<file path="src/pwr_pkg.sv">
// shared constants and carrier types for the power-mode supervisor
// assumes a single 20 MHz core clock and a plain register port
package pwr_pkg;

  localparam int unsigned CLK_HZ = 20_000_000;
  localparam int unsigned FAST_WAKE_NS = 5000;
  localparam int unsigned FAST_WAKE_CYC = (FAST_WAKE_NS * (CLK_HZ / 1_000_000)) / 1000;
  localparam int unsigned VREF_SETTLE_CYC_DEF = 2000;
  localparam int unsigned OPT_LOAD_CYC = 16;

  localparam logic [3:0] ADDR_MODE_CTRL = 4'h0;
  localparam logic [3:0] ADDR_PERIPH_EN = 4'h1;
  localparam logic [3:0] ADDR_HALT_CFG = 4'h2;
  localparam logic [3:0] ADDR_DET_CTRL = 4'h3;
  localparam logic [3:0] ADDR_STATUS = 4'h4;
  localparam logic [3:0] ADDR_DET_FLAGS = 4'h5;
  localparam logic [3:0] ADDR_BROWN_CFG = 4'h6;

  localparam int unsigned MC_LP_RUN_REQ = 0;
  localparam int unsigned MC_LP_RUN_EXIT = 1;
  localparam int unsigned MC_LOW_SPEED_SRC = 2;
  localparam int unsigned HC_FAST_WAKE = 0;
  localparam int unsigned HC_VREF_OFF = 1;
  localparam int unsigned DC_ENABLE = 0;
  localparam int unsigned DC_IRQ_FALL = 1;
  localparam int unsigned DC_IRQ_RISE = 2;
  localparam int unsigned DC_LEVEL_LSB = 4;
  localparam int unsigned DF_FALL = 0;
  localparam int unsigned DF_RISE = 1;

  localparam int unsigned N_PERIPH = 8;
  localparam int unsigned N_BROWN_LEVELS = 5;
  localparam int unsigned N_DET_LEVELS = 7;
  localparam logic [7:0] PERIPH_EN_RST = 8'hff;
  localparam logic [2:0] BROWN_LEVEL_RST = 3'h0;
  localparam logic [2:0] DET_LEVEL_RST = 3'h0;

  typedef enum logic [2:0] {
    ST_RUN = 3'b000,
    ST_WAIT = 3'b001,
    ST_LP_RUN = 3'b010,
    ST_LP_WAIT = 3'b011,
    ST_ACT_HALT = 3'b100,
    ST_HALT = 3'b101,
    ST_WAKE = 3'b110
  } pmode_t;

  typedef enum logic [1:0] {
    SL_IDLE = 2'b00,
    SL_WFI = 2'b01,
    SL_WFE = 2'b10,
    SL_HALT = 2'b11
  } sleep_req_t;

  typedef struct packed {
    logic cpu;
    logic [N_PERIPH-1:0] periph;
    logic rtc;
    logic nvm;
    logic low_speed_src;
  } clk_gate_t;

  typedef struct packed {
    logic irq;
    logic ext_irq;
    logic event_in;
    logic rtc_irq;
    logic periph_wake;
  } wake_src_t;

endpackage : pwr_pkg

</file>
<file path="src/supply_supervisor.sv">
// supply-level and brownout supervision: reset hold, option load, level flags
// assumes comparator inputs already synchronous to core_clk
`timescale 1ns/1ps
module supply_supervisor import pwr_pkg::*; (
  input wire logic core_clk,
  input wire logic arst_n,
  input wire logic supply_above_por,
  input wire logic [N_BROWN_LEVELS-1:0] supply_above_brown,
  input wire logic [N_DET_LEVELS-1:0] supply_above_det,
  input wire logic brown_disable_opt,
  input wire logic [2:0] brown_level_opt,
  input wire logic vref_on,
  input wire logic [2:0] detector_threshold,
  input wire logic det_enable,
  output logic sys_reset_hold_reg,
  output logic opt_loaded_reg,
  output logic [2:0] brown_level_reg,
  output logic brown_active_reg,
  output logic det_above_reg,
  output logic det_fall_pulse_reg,
  output logic det_rise_pulse_reg
);

  logic [4:0] opt_cnt_reg;
  logic brown_ok;
  logic [2:0] det_idx;
  logic det_now;

  // first level is the power-up brownout point; brownout is live before options load
  assign brown_ok = opt_loaded_reg ? supply_above_brown[brown_level_reg]
                                   : supply_above_brown[0];
  assign det_idx = (detector_threshold > 3'h6) ? 3'h6 : detector_threshold;
  assign det_now = supply_above_det[det_idx];

  always_ff @(posedge core_clk or negedge arst_n) begin
    if (!arst_n) begin
      opt_cnt_reg <= 5'h00;
      opt_loaded_reg <= 1'b0;
      brown_level_reg <= BROWN_LEVEL_RST;
      brown_active_reg <= 1'b1;
    end else if (!supply_above_por) begin
      opt_cnt_reg <= 5'h00;
      opt_loaded_reg <= 1'b0;
      brown_active_reg <= 1'b1;
    end else if (!opt_loaded_reg && supply_above_brown[0]) begin
      // option bytes confirm, change or disable the brownout monitor
      if (opt_cnt_reg == 5'(OPT_LOAD_CYC - 1)) begin
        opt_loaded_reg <= 1'b1;
        brown_level_reg <= (brown_level_opt > 3'h4) ? 3'h4 : brown_level_opt;
        brown_active_reg <= ~brown_disable_opt;
      end else begin
        opt_cnt_reg <= opt_cnt_reg + 5'h01;
      end
    end
  end

  // vref off in halt takes the brownout monitor with it
  always_ff @(posedge core_clk or negedge arst_n) begin
    if (!arst_n) begin
      sys_reset_hold_reg <= 1'b1;
    end else begin
      sys_reset_hold_reg <= !supply_above_por || !opt_loaded_reg ||
                            (brown_active_reg && vref_on && !brown_ok);
    end
  end

  always_ff @(posedge core_clk or negedge arst_n) begin
    if (!arst_n) begin
      det_above_reg <= 1'b1;
      det_fall_pulse_reg <= 1'b0;
      det_rise_pulse_reg <= 1'b0;
    end else begin
      det_above_reg <= det_enable ? det_now : det_above_reg;
      det_fall_pulse_reg <= det_enable && det_above_reg && !det_now;
      det_rise_pulse_reg <= det_enable && !det_above_reg && det_now;
    end
  end

endmodule : supply_supervisor

</file>
<file path="src/power_mode_ctrl.sv">
// power-mode sequencer: clock gating, regulator mode, wake routing, register port
// assumes sleep requests from the cpu and wake inputs synchronous to core_clk
//
// What this block does
// - wait mode stops cpu clock, selected peripheral clocks keep running
// - wait exits on interrupt (interrupt-wait) or event (event-wait), or reset
// - low-power run: low-speed clock, ram execution, nvm off, low-power regulator
// - low-power run entered only by software, left by software or reset
// - event-wait in low-power run enters low-power wait, cpu clock stopped
// - low-power wait wakes on peripheral event back to low-power run; reset returns to run
// - active-halt keeps only the rtc clock; wakes on rtc or external interrupt
// - halt stops cpu and peripheral clocks; wakes on ext irq or wake peripheral
// - fast-wake option resumes halt in about 5 us without vref settling
// - brownout monitor active at power-on; options load once above 1.8 V level
// - five brownout thresholds selectable by option bytes
// - optional automatic vref and brownout switch-off while halted
// - reset held while supply below power-on or active brownout level
// - supply-level detector software enabled with seven selectable levels
// - detector interrupt on falling below, rising above, or both
// - main regulator in run, wait and wake; low-power regulator in other modes
// - halt and active-halt switch to low-power regulator automatically
`timescale 1ns/1ps
module power_mode_ctrl import pwr_pkg::*; #(
  parameter int unsigned VREF_SETTLE_CYC = VREF_SETTLE_CYC_DEF
) (
  input wire logic core_clk,
  input wire logic arst_n,
  input wire logic [3:0] reg_addr,
  input wire logic [7:0] reg_wdata,
  input wire logic reg_wr,
  input wire logic reg_rd,
  output logic [7:0] reg_rdata,
  input wire sleep_req_t sleep_req,
  input wire logic rtc_sel_halt,
  input wire wake_src_t wake_in,
  input wire logic supply_above_por,
  input wire logic [N_BROWN_LEVELS-1:0] supply_above_brown,
  input wire logic [N_DET_LEVELS-1:0] supply_above_det,
  input wire logic brown_disable_opt,
  input wire logic [2:0] brown_level_opt,
  output clk_gate_t clk_gate,
  output logic main_regulator_mode,
  output logic low_power_regulator_mode,
  output logic vref_on,
  output logic sys_reset_hold,
  output logic det_irq,
  output pmode_t mode_out
);

  pmode_t mode_reg;
  pmode_t mode_next;
  logic [7:0] periph_en_reg;
  logic lp_run_sw_reg;
  logic low_speed_src_reg;
  logic fast_wake_reg;
  logic vref_off_halt_reg;
  logic det_en_reg;
  logic det_irq_fall_en_reg;
  logic det_irq_rise_en_reg;
  logic [2:0] det_level_reg;
  logic [1:0] det_flags_reg;
  logic wait_by_event_reg;
  logic halt_was_active_reg;
  logic [15:0] wake_cnt_reg;
  logic [7:0] rdata_reg;
  clk_gate_t gate_reg;
  logic main_reg_reg;
  logic vref_on_reg;
  logic det_irq_reg;

  logic rst_hold;
  logic opt_loaded;
  logic [2:0] brown_level;
  logic brown_active;
  logic det_above;
  logic det_fall;
  logic det_rise;
  logic wake_hit;
  logic lp_exit_wr;
  logic [15:0] wake_len;

  supply_supervisor u_supply (
    .core_clk(core_clk),
    .arst_n(arst_n),
    .supply_above_por(supply_above_por),
    .supply_above_brown(supply_above_brown),
    .supply_above_det(supply_above_det),
    .brown_disable_opt(brown_disable_opt),
    .brown_level_opt(brown_level_opt),
    .vref_on(vref_on_reg),
    .detector_threshold(det_level_reg),
    .det_enable(det_en_reg),
    .sys_reset_hold_reg(rst_hold),
    .opt_loaded_reg(opt_loaded),
    .brown_level_reg(brown_level),
    .brown_active_reg(brown_active),
    .det_above_reg(det_above),
    .det_fall_pulse_reg(det_fall),
    .det_rise_pulse_reg(det_rise)
  );

  assign lp_exit_wr = reg_wr && (reg_addr == ADDR_MODE_CTRL) && reg_wdata[MC_LP_RUN_EXIT];
  // settle wait is skipped with fast wake; vref only needs settling if it was off
  assign wake_len = (fast_wake_reg || !vref_off_halt_reg) ? 16'(FAST_WAKE_CYC)
                                                           : 16'(VREF_SETTLE_CYC);

  // wake source routing per sleeping mode
  always_comb begin
    wake_hit = 1'b0;
    case (mode_reg)
      ST_WAIT: wake_hit = wait_by_event_reg ? wake_in.event_in
                                            : (wake_in.irq || wake_in.ext_irq);
      ST_LP_WAIT: wake_hit = wake_in.event_in;
      ST_ACT_HALT: wake_hit = wake_in.rtc_irq || wake_in.ext_irq;
      ST_HALT: wake_hit = wake_in.ext_irq || wake_in.periph_wake;
      default: wake_hit = 1'b0;
    endcase
  end

  always_comb begin
    mode_next = mode_reg;
    case (mode_reg)
      ST_RUN: begin
        if (lp_run_sw_reg) begin
          mode_next = ST_LP_RUN;
        end else if (sleep_req == SL_WFI || sleep_req == SL_WFE) begin
          mode_next = ST_WAIT;
        end else if (sleep_req == SL_HALT) begin
          mode_next = rtc_sel_halt ? ST_ACT_HALT : ST_HALT;
        end
      end
      ST_WAIT: begin
        if (wake_hit) begin
          mode_next = ST_RUN;
        end
      end
      ST_LP_RUN: begin
        // interrupts are ignored here; only software or reset leaves
        if (lp_exit_wr || !lp_run_sw_reg) begin
          mode_next = ST_RUN;
        end else if (sleep_req == SL_WFE) begin
          mode_next = ST_LP_WAIT;
        end
      end
      ST_LP_WAIT: begin
        if (wake_hit) begin
          mode_next = ST_LP_RUN;
        end
      end
      ST_ACT_HALT, ST_HALT: begin
        if (wake_hit) begin
          mode_next = ST_WAKE;
        end
      end
      ST_WAKE: begin
        if (wake_cnt_reg >= wake_len - 16'h0001) begin
          mode_next = ST_RUN;
        end
      end
      default: mode_next = ST_RUN;
    endcase
  end

  // supply reset forces run like an external reset
  always_ff @(posedge core_clk or negedge arst_n) begin
    if (!arst_n) begin
      mode_reg <= ST_RUN;
      wait_by_event_reg <= 1'b0;
      halt_was_active_reg <= 1'b0;
    end else if (rst_hold) begin
      mode_reg <= ST_RUN;
      wait_by_event_reg <= 1'b0;
    end else begin
      mode_reg <= mode_next;
      if (mode_reg == ST_RUN && sleep_req == SL_WFE) begin
        wait_by_event_reg <= 1'b1;
      end else if (mode_reg == ST_RUN && sleep_req == SL_WFI) begin
        wait_by_event_reg <= 1'b0;
      end
      if (mode_next == ST_ACT_HALT || mode_next == ST_HALT) begin
        halt_was_active_reg <= (mode_next == ST_ACT_HALT);
      end
    end
  end

  always_ff @(posedge core_clk or negedge arst_n) begin
    if (!arst_n) begin
      wake_cnt_reg <= 16'h0000;
    end else if (mode_reg == ST_WAKE) begin
      wake_cnt_reg <= wake_cnt_reg + 16'h0001;
    end else begin
      wake_cnt_reg <= 16'h0000;
    end
  end

  // software control registers
  always_ff @(posedge core_clk or negedge arst_n) begin
    if (!arst_n) begin
      lp_run_sw_reg <= 1'b0;
      low_speed_src_reg <= 1'b0;
      periph_en_reg <= PERIPH_EN_RST;
      fast_wake_reg <= 1'b0;
      vref_off_halt_reg <= 1'b0;
      det_en_reg <= 1'b0;
      det_irq_fall_en_reg <= 1'b0;
      det_irq_rise_en_reg <= 1'b0;
      det_level_reg <= DET_LEVEL_RST;
    end else if (rst_hold) begin
      lp_run_sw_reg <= 1'b0;
      periph_en_reg <= PERIPH_EN_RST;
    end else if (reg_wr) begin
      case (reg_addr)
        ADDR_MODE_CTRL: begin
          // request bit sets, exit bit clears; exit wins
          lp_run_sw_reg <= reg_wdata[MC_LP_RUN_REQ] && !reg_wdata[MC_LP_RUN_EXIT];
          low_speed_src_reg <= reg_wdata[MC_LOW_SPEED_SRC];
        end
        ADDR_PERIPH_EN: periph_en_reg <= reg_wdata;
        ADDR_HALT_CFG: begin
          fast_wake_reg <= reg_wdata[HC_FAST_WAKE];
          vref_off_halt_reg <= reg_wdata[HC_VREF_OFF];
        end
        ADDR_DET_CTRL: begin
          det_en_reg <= reg_wdata[DC_ENABLE];
          det_irq_fall_en_reg <= reg_wdata[DC_IRQ_FALL];
          det_irq_rise_en_reg <= reg_wdata[DC_IRQ_RISE];
          det_level_reg <= reg_wdata[DC_LEVEL_LSB +: 3];
        end
        default: begin
        end
      endcase
    end else if (mode_next == ST_RUN && mode_reg == ST_LP_RUN) begin
      lp_run_sw_reg <= 1'b0;
    end
  end

  // detector flags: write one to clear, a new edge in the same cycle wins
  always_ff @(posedge core_clk or negedge arst_n) begin
    if (!arst_n) begin
      det_flags_reg <= 2'b00;
      det_irq_reg <= 1'b0;
    end else begin
      for (int i = 0; i < 2; i++) begin
        if ((i == DF_FALL && det_fall) || (i == DF_RISE && det_rise)) begin
          det_flags_reg[i] <= 1'b1;
        end else if (reg_wr && reg_addr == ADDR_DET_FLAGS && reg_wdata[i]) begin
          det_flags_reg[i] <= 1'b0;
        end
      end
      det_irq_reg <= (det_flags_reg[DF_FALL] && det_irq_fall_en_reg) ||
                     (det_flags_reg[DF_RISE] && det_irq_rise_en_reg);
    end
  end

  // gates, regulator and vref are all registered from the next mode
  always_ff @(posedge core_clk or negedge arst_n) begin
    if (!arst_n) begin
      gate_reg <= '{cpu: 1'b1, periph: PERIPH_EN_RST, rtc: 1'b1, nvm: 1'b1,
                    low_speed_src: 1'b0};
      main_reg_reg <= 1'b1;
      vref_on_reg <= 1'b1;
    end else begin
      case (mode_next)
        ST_WAIT: begin
          gate_reg <= '{cpu: 1'b0, periph: periph_en_reg, rtc: 1'b1, nvm: 1'b1,
                        low_speed_src: 1'b0};
          main_reg_reg <= 1'b1;
          vref_on_reg <= 1'b1;
        end
        ST_LP_RUN, ST_LP_WAIT: begin
          gate_reg <= '{cpu: (mode_next == ST_LP_RUN), periph: periph_en_reg, rtc: 1'b1,
                        nvm: 1'b0, low_speed_src: 1'b1};
          main_reg_reg <= 1'b0;
          vref_on_reg <= 1'b1;
        end
        ST_ACT_HALT, ST_HALT: begin
          gate_reg <= '{cpu: 1'b0, periph: 8'h00, rtc: (mode_next == ST_ACT_HALT),
                        nvm: 1'b0, low_speed_src: 1'b0};
          main_reg_reg <= 1'b0;
          vref_on_reg <= !vref_off_halt_reg;
        end
        ST_WAKE: begin
          // cpu and peripheral clocks stay off until vref and regulator are back
          gate_reg <= '{cpu: 1'b0, periph: 8'h00, rtc: halt_was_active_reg, nvm: 1'b0,
                        low_speed_src: 1'b0};
          main_reg_reg <= 1'b1;
          vref_on_reg <= 1'b1;
        end
        default: begin
          gate_reg <= '{cpu: 1'b1, periph: periph_en_reg, rtc: 1'b1, nvm: 1'b1,
                        low_speed_src: low_speed_src_reg};
          main_reg_reg <= 1'b1;
          vref_on_reg <= 1'b1;
        end
      endcase
    end
  end

  always_ff @(posedge core_clk or negedge arst_n) begin
    if (!arst_n) begin
      rdata_reg <= 8'h00;
    end else if (reg_rd) begin
      case (reg_addr)
        ADDR_MODE_CTRL: rdata_reg <= {5'h00, low_speed_src_reg, 1'b0, lp_run_sw_reg};
        ADDR_PERIPH_EN: rdata_reg <= periph_en_reg;
        ADDR_HALT_CFG: rdata_reg <= {6'h00, vref_off_halt_reg, fast_wake_reg};
        ADDR_DET_CTRL: rdata_reg <= {1'b0, det_level_reg, 1'b0, det_irq_rise_en_reg,
                                     det_irq_fall_en_reg, det_en_reg};
        ADDR_STATUS: rdata_reg <= {det_above, brown_active, opt_loaded, rst_hold,
                                   1'b0, mode_reg};
        ADDR_DET_FLAGS: rdata_reg <= {6'h00, det_flags_reg};
        ADDR_BROWN_CFG: rdata_reg <= {5'h00, brown_level};
        default: rdata_reg <= 8'h00;
      endcase
    end else begin
      rdata_reg <= 8'h00;
    end
  end

  assign reg_rdata = rdata_reg;
  assign clk_gate = gate_reg;
  assign main_regulator_mode = main_reg_reg;
  assign low_power_regulator_mode = !main_reg_reg;
  assign vref_on = vref_on_reg;
  assign sys_reset_hold = rst_hold;
  assign det_irq = det_irq_reg;
  assign mode_out = mode_reg;

endmodule : power_mode_ctrl

</file>
<file path="config.mk">
export PLATFORM = sky130hd
export DESIGN_NAME = power_mode_ctrl
export DESIGN_NICKNAME = d
export VERILOG_FILES = /design/src/pwr_pkg.sv /design/src/supply_supervisor.sv /design/src/power_mode_ctrl.sv
export SDC_FILE = /design/constraint.sdc
export NUM_CORES = 1
export LEC_CHECK = 0
export BUFFER_PORTS_ARGS = -buffer_cell sky130_fd_sc_hd__buf_2
export CAP_MARGIN = 20
export CORE_UTILIZATION = 56
export CTS_CLUSTER_DIAMETER = 80
export CTS_CLUSTER_SIZE = 30
export DETAILED_ROUTE_END_ITERATION = 12
export PLACE_DENSITY_LB_ADDON = 0.3
export SYNTH_ARGS = -nofsm -noshare
export SYNTH_HDL_FRONTEND = slang
export SYNTH_SLANG_ARGS = --single-unit
export TNS_END_PERCENT = 50
</file>
<file path="constraint.sdc">
create_clock -name core_clk -period 2.7 [get_ports core_clk]
set_input_delay 0.81 -clock core_clk [delete_from_list [all_inputs] [get_ports core_clk]]
set_output_delay 0.81 -clock core_clk [all_outputs]
set_load 0.01 [all_outputs]
</file>
Yosys cells after proc, flatten, opt, wreduce, memory -nomap -nowiden:

Cells that the tools add are included.
W data, S select, Z words.

* output and inout port bits: 28
* flip-flop bits (word level): 78

* muxes and demuxes: 51
* reduce and logical (&&, ||, !) cells: 59
* equal/unequal tests: 26
* $lt $le $gt $ge: 5
* $add $sub $neg: 3
* bitwise logic cells: 2

Operators by type and width (number)
* $pmux W8 S7: 1
* $pmux W12 S4: 1
* $mux W3: 12
* $mux W8: 4
* $mux W1: 24
* $eq A3 B3 Y1 const B: 6
* $logic_and A1 B1 Y1: 18
* $pmux W3 S6: 1
* $add A16 B1 Y16 const B: 1
* $ge A16 B16 Y1: 1
* $mux W16: 1
* $mux W5: 3
* $eq A3 B2 Y1 const B: 4
* $eq A4 B3 Y1 const B: 3
* $reduce_and A3 Y1: 4
* $sub A11 B1 Y12 const B: 1
* $mux W11: 1
* $logic_or A1 B1 Y1: 10
* $reduce_and A2 Y1: 5
* $logic_not A1 Y1: 9
* $eq A4 B2 Y1 const B: 2
* $lt A3 B4 Y1 const B: 2
* $reduce_bool A2 Y1: 4
* $bmux W1 S3: 2
* 17 further kinds: 26

Longest topological paths before layout:

* depth in word-level cells: 12
* gate-level depth with buffers: 9
* mapped depth without buffers: 8

Hierarchy:

A second synthesis with hierarchy kept.

* cell total of the unflattened synthesis: 369
* area total of the unflattened synthesis: 3870.0 um^2

Modules (own cells, without submodules)
* power_mode_ctrl: cells each 307, times used 1, seq. area each 1627.8 um^2, area an instance 3161.8 um^2
* supply_supervisor: cells each 62, times used 1, seq. area each 354.1 um^2, area an instance 708.2 um^2

Worst setup path after synthesis:

No wires, ideal clock.

* path type: input port to flip-flop
* from: input port reg_addr[1]
* to: register halt_was_active_reg
* library setup time: 0.125 ns
* arrival: 2.224 ns
* buffers on the path: 1
* path slack: 0.351 ns
* stages: 6
* path through: clkbuf_1 -> nor2_1 -> nand4_1 -> a221o_1 -> nor3_1 -> mux2_2

* word-level cells in the longest chain between the ends: 9
* elaborated cells between the ends (all ways): 10
* classes of those cells: eq/ne: 2; mux: 2; reduce/logical: 6

RTL lines
* start, declared: line power_mode_ctrl.sv:28 `input wire logic [3:0] reg_addr,`
* $logic_not A4 Y1 (*): line power_mode_ctrl.sv:102 `assign lp_exit_wr = reg_wr && (reg_addr == ADDR_MODE_CTRL) && reg_wdata[MC_LP_RUN_EXIT];`
* $logic_and A1 B1 Y1 (*) (2 in a row): line power_mode_ctrl.sv:102
* $logic_or A1 B1 Y1 (*): line power_mode_ctrl.sv:139 `if (lp_exit_wr || !lp_run_sw_reg) begin`
* $mux W3 (*): line power_mode_ctrl.sv:139
* $pmux W3 S6 (*): line power_mode_ctrl.sv:122 `case (mode_reg)`
* $eq A3 B3 Y1 (on tied branches): line power_mode_ctrl.sv:180, power_mode_ctrl.sv:181
* $logic_or A1 B1 Y1: line power_mode_ctrl.sv:180 `if (mode_next == ST_ACT_HALT || mode_next == ST_HALT) begin`
* $reduce_and A2 Y1 (no source line)
* end signal, assigned: line power_mode_ctrl.sv:181 `halt_was_active_reg <= (mode_next == ST_ACT_HALT);`
* end, declared: line power_mode_ctrl.sv:63 `logic halt_was_active_reg;`

Mark *: on every way between the ends. The rest lies on a longest branch, timed or not.
A chain may end at the register's enable or synchronous reset.

Worst setup path after layout:

* from: register fast_wake_reg
* to: register gate_reg (netlist bit clk_gate[2])

* word-level cells in the longest chain between the ends: 9
* elaborated cells between the ends (all ways): 15
* classes of those cells: add/sub: 1; order compare: 1; eq/ne: 6; mux: 4; reduce/logical: 3

RTL lines
* start, declared: line power_mode_ctrl.sv:55 `logic fast_wake_reg;`
* start signal, assigned: line power_mode_ctrl.sv:220 `fast_wake_reg <= reg_wdata[HC_FAST_WAKE];`
* $logic_or A1 B1 Y1 (*): line power_mode_ctrl.sv:104 `assign wake_len = (fast_wake_reg || !vref_off_halt_reg) ? 16'(FAST_WAKE_CYC)`
* $mux W11 (*): line power_mode_ctrl.sv:104
* $sub A11 B1 Y12 (*): line power_mode_ctrl.sv:156 `if (wake_cnt_reg >= wake_len - 16'h0001) begin`
* $ge A16 B16 Y1 (*): line power_mode_ctrl.sv:156
* $mux W3 (*): line power_mode_ctrl.sv:156
* $pmux W3 S6 (*): line power_mode_ctrl.sv:122
* $eq A3 B3 Y1 (tied with other cells): line power_mode_ctrl.sv:263 `case (mode_next)`
* $reduce_or A2 Y1: line power_mode_ctrl.sv:263
* $pmux W12 S4 (*): line power_mode_ctrl.sv:263
* end signal, assigned: line power_mode_ctrl.sv:265 `gate_reg <= '{cpu: 1'b0, periph: periph_en_reg, rtc: 1'b1, nvm: 1'b1,`
* end signal, assigned: line power_mode_ctrl.sv:271 `gate_reg <= '{cpu: (mode_next == ST_LP_RUN), periph: periph_en_reg, rtc: 1'b1,`
* end signal, assigned: line power_mode_ctrl.sv:277 `gate_reg <= '{cpu: 1'b0, periph: 8'h00, rtc: (mode_next == ST_ACT_HALT),`
* end, declared: line power_mode_ctrl.sv:66 `clk_gate_t gate_reg;`

Marks and branches as above.

==> run_results.csv <==
group,metric,value,unit
synth,synthArstFlopShare,1.00,
setup_path,critPathCaptureType,"flop",
worst_hold_path,hold_path_class,"in -> async",
sta,fin_ws,324,ps
power_and_ir_drop,power.total,2240,µW
synth,synth_cells,368,
sta,setup_viol,0,
synth,synth-main-ff-cell,"dfrtp_1",
route,via_per_inst,5.74,
power_and_ir_drop,power_leakage,0.00216,µW
sta,max-slew-margin-rel,0.665,
floorplanning,start_util,0.576,
route,drc,0,
synth,synth.distinct_cells,52,
sta,rsz0062_at_grt,"no",
setup_path,crit_path_max_incr_delay,430,ps
floorplanning,chipWidth,85.4,µm
sta,hold_viol,0,
grt,antenna_found_initial,0,
clock_network,clk_pin_slew,80,ps
synth,seq_area_frac_synth,0.509,
layout,nNetsFinal,494,
setup_path,start_kind,"flop",
clock_network,numCtsBuffers,9,
route,drt-total-wl,8400,µm
grt,first_global_vias,2908,
place,port_buffers,68,
job,maxCapViolCount,0,
layout,area_delta_synth_final,16.5,%
floorplanning,pin_count,69,
clock_network,postCtsSetupBuffers,0,
power_and_ir_drop,power_frac_comb,0.085,
setup_path,critPathArrivalTime,2660,ps
route,dr.pass1.iters,4,
setup_path,path_class,"reg -> reg",
grt,grt_pass1_wl,14200,µm
place,post_dp_cell_area,4350,µm²
floorplanning,die-area,7290,µm²
route,vias,3016,
clock_network,clk_latency,350,ps
outcome,status,"finished clean",
setup_path,worst-path-max-fanout,12,
power_and_ir_drop,vdd_drop_max,0.256,mV
sta,fmax,421,MHz
sta,tightest_slew,498,ps
sta,finalClockSkew,8.28,ps
place,pre_cts_ws,196,ps
route,wl_per_cell,16.0,µm
synth,yosys_warnings,0,
sta,whs,386,ps
grt,grt_max_degree,45,
synth,synth_area,3890,µm²
clock_network,cts_resized,0,
power_and_ir_drop,pwr-share-clk,0.372,
grt,grt_overflow,0,
layout,diodes,0,
layout,drive_gt1_frac,0.317,
sta,slew_violations,0,
setup_path,cp.required,2980,ps
power_and_ir_drop,p_sw_frac,0.251,
floorplanning,rows,30,
clock_network,htreeDepth,3,
place,gp_congestion,0.828,
clock_network,cts-root-buf,"clkbuf_8",
layout,largest_reg_flops,16,
place,dp_hpwl,6090,µm
setup_path,path_cells,"nand2b_1, ha_1, or4_4, a2111oi_4, o21ai_2, and2_1, a221o_1",
clock_network,holdBufCountCts,0,
layout,fin_area,4540,µm²
layout,fillers,526,
clock_network,cts_sinks,78,
synth,avgSynthCellArea,10.6,µm²
grt,grt_usage,0.254,
clock_network,cts_buffer_depth,2,
floorplanning,fp.coreArea,6760,µm²
synth,synth-seq-cells,78,
power_and_ir_drop,internal-power,1680,µW
route,antenna_left,0,
synth,synth_edf_count,0,
setup_path,slowest_stage,"or4_4",
power_and_ir_drop,seqPwrFrac,0.543,
sta,fin_tns_setup,0,ps
floorplanning,die_h,85.4,µm
power_and_ir_drop,switching_power,562,µW
synth,synth_fp_nets,422,
sta,period_share,0.880,
clock_network,cts_tree,"yes",
power_and_ir_drop,powerDensity,494,nW/µm²
route,drt_iter0_drc,137,
sta,period_needed,2380,ps
-- worst paths after layout --
kind	from	endpoint	slack [ps]	cells after the start
max reg2reg	fast_wake_reg	clk_gate[2]	320	7
min reg2reg	u_supply.det_fall_pulse_reg	det_flags_reg[0]	440	1
min	arst_n	wake_cnt_reg[12]	390	1
max in group asynchronous	arst_n	clk_gate[8]	1680	2
max	fast_wake_reg	clk_gate[2]	320	7
min in group core_clk	u_supply.det_fall_pulse_reg	det_flags_reg[0]	440	1
-- power by group through the flow --
stage | registers, µW | clock network [µW] | logic (µW)
after floorplan | 1240 | 0 | 83.3
after global placement | 1240 | 0 | 186
after detailed placement | 1240 | 0 | 191
after CTS | 1220 | 857 | 192
after global routing | 1220 | 909 | 214
final | 1220 | 833 | 190
-- placed cells by master (no fill, tap or decap), types with 9 or more instances in the layout --
master / instances
ha_1: 13
nor2_1: 34
o21ai_0: 11
a21oi_1: 12
and3_1: 13
nand3b_1: 12
buf_2: 67
nand3_1: 10
dfstp_2: 24
inv_1: 9
clkbuf_8: 9
dfrtp_1: 54
mux2_2: 16
nand2_1: 42
-- metrics by stage --
stage / utilization / instances
final: 0.671 / 525
after detailed placement: 0.643 / 509
after global routing: 0.671 / 525
after global placement: 0.643 / 509
after CTS: 0.671 / 525
after floorplan: - / 368
-- layout make-up --
| cell class | instances | area (µm²) | area share |
|---|---|---|---|
| tap | 80 | 100 | 0.0221 |
| timing repair buffer | 76 | 415 | 0.0916 |
| sequential | 78 | 1980 | 0.437 |
| clock inverter | 6 | 42.5 | 0.00938 |
| inverter | 9 | 33.8 | 0.00745 |
| multi-input combinational | 266 | 1810 | 0.400 |
| clock buffer | 10 | 149 | 0.0328 |
-- cell usage after synthesis, types with 2 or more instances --
library cell | number | area, µm²
dfrtp_1 | 54 | 1350
nand2_1 | 42 | 158
nor2_1 | 34 | 128
dfstp_2 | 24 | 631
mux2_2 | 16 | 180
and3_1 | 13 | 81.3
clkbuf_1 | 13 | 48.8
ha_1 | 13 | 163
a21oi_1 | 12 | 60.1
nand3b_1 | 12 | 90.1
o21ai_0 | 11 | 55.1
nand3_1 | 10 | 50.1
inv_1 | 9 | 33.8
mux2i_1 | 8 | 80.1
nand4_1 | 8 | 50.1
xor2_1 | 8 | 70.1
nand2b_1 | 7 | 43.8
nor3_1 | 7 | 35.0
xnor2_1 | 7 | 61.3
and2_1 | 5 | 31.3
nor2b_1 | 5 | 31.3
a21o_1 | 3 | 22.5
a22oi_1 | 3 | 22.5
a32oi_1 | 3 | 26.3
and4_1 | 3 | 26.3
nor3b_1 | 3 | 22.5
a211oi_1 | 2 | 15.0
a221o_1 | 2 | 20.0
mux4_2 | 2 | 45.0
nand4b_1 | 2 | 17.5
nor4_1 | 2 | 12.5
o211a_1 | 2 | 20.0
o21bai_1 | 2 | 15.0
or3_1 | 2 | 12.5
or4_1 | 2 | 15.0
-- cell families (layout without fill, tap and decap cells) --
logic type	Yosys count	in the layout	synth area share
mux	26	26	0.0784
xor+xnor	15	15	0.0337
compound gates	51	51	0.0954
fa+ha+maj	13	13	0.0418
simple gates	161	161	0.217
buf+inv	24	101	0.0254
flops	78	78	0.509
-- per-layer routing --
metal	global-route usage	vias to the layer above	wire length (µm)
met5	0	-	0
met4	0.133	0	215
met3	0.0360	19	545
met2	0.375	107	3770
met1	0.365	1437	3860
li1	-	1453	-
-- worst max-delay path: cells and delay by family (launching register included) --
| family | cells | cell delay [ps] |
|---|---|---|
| AOI/OAI and AO/OA | 3 | 740 |
| DFF | 1 | 390 |
| and+or+nand+nor | 3 | 920 |
| adders and majority gates | 1 | 250 |
(Power assumes the default switching activity.)
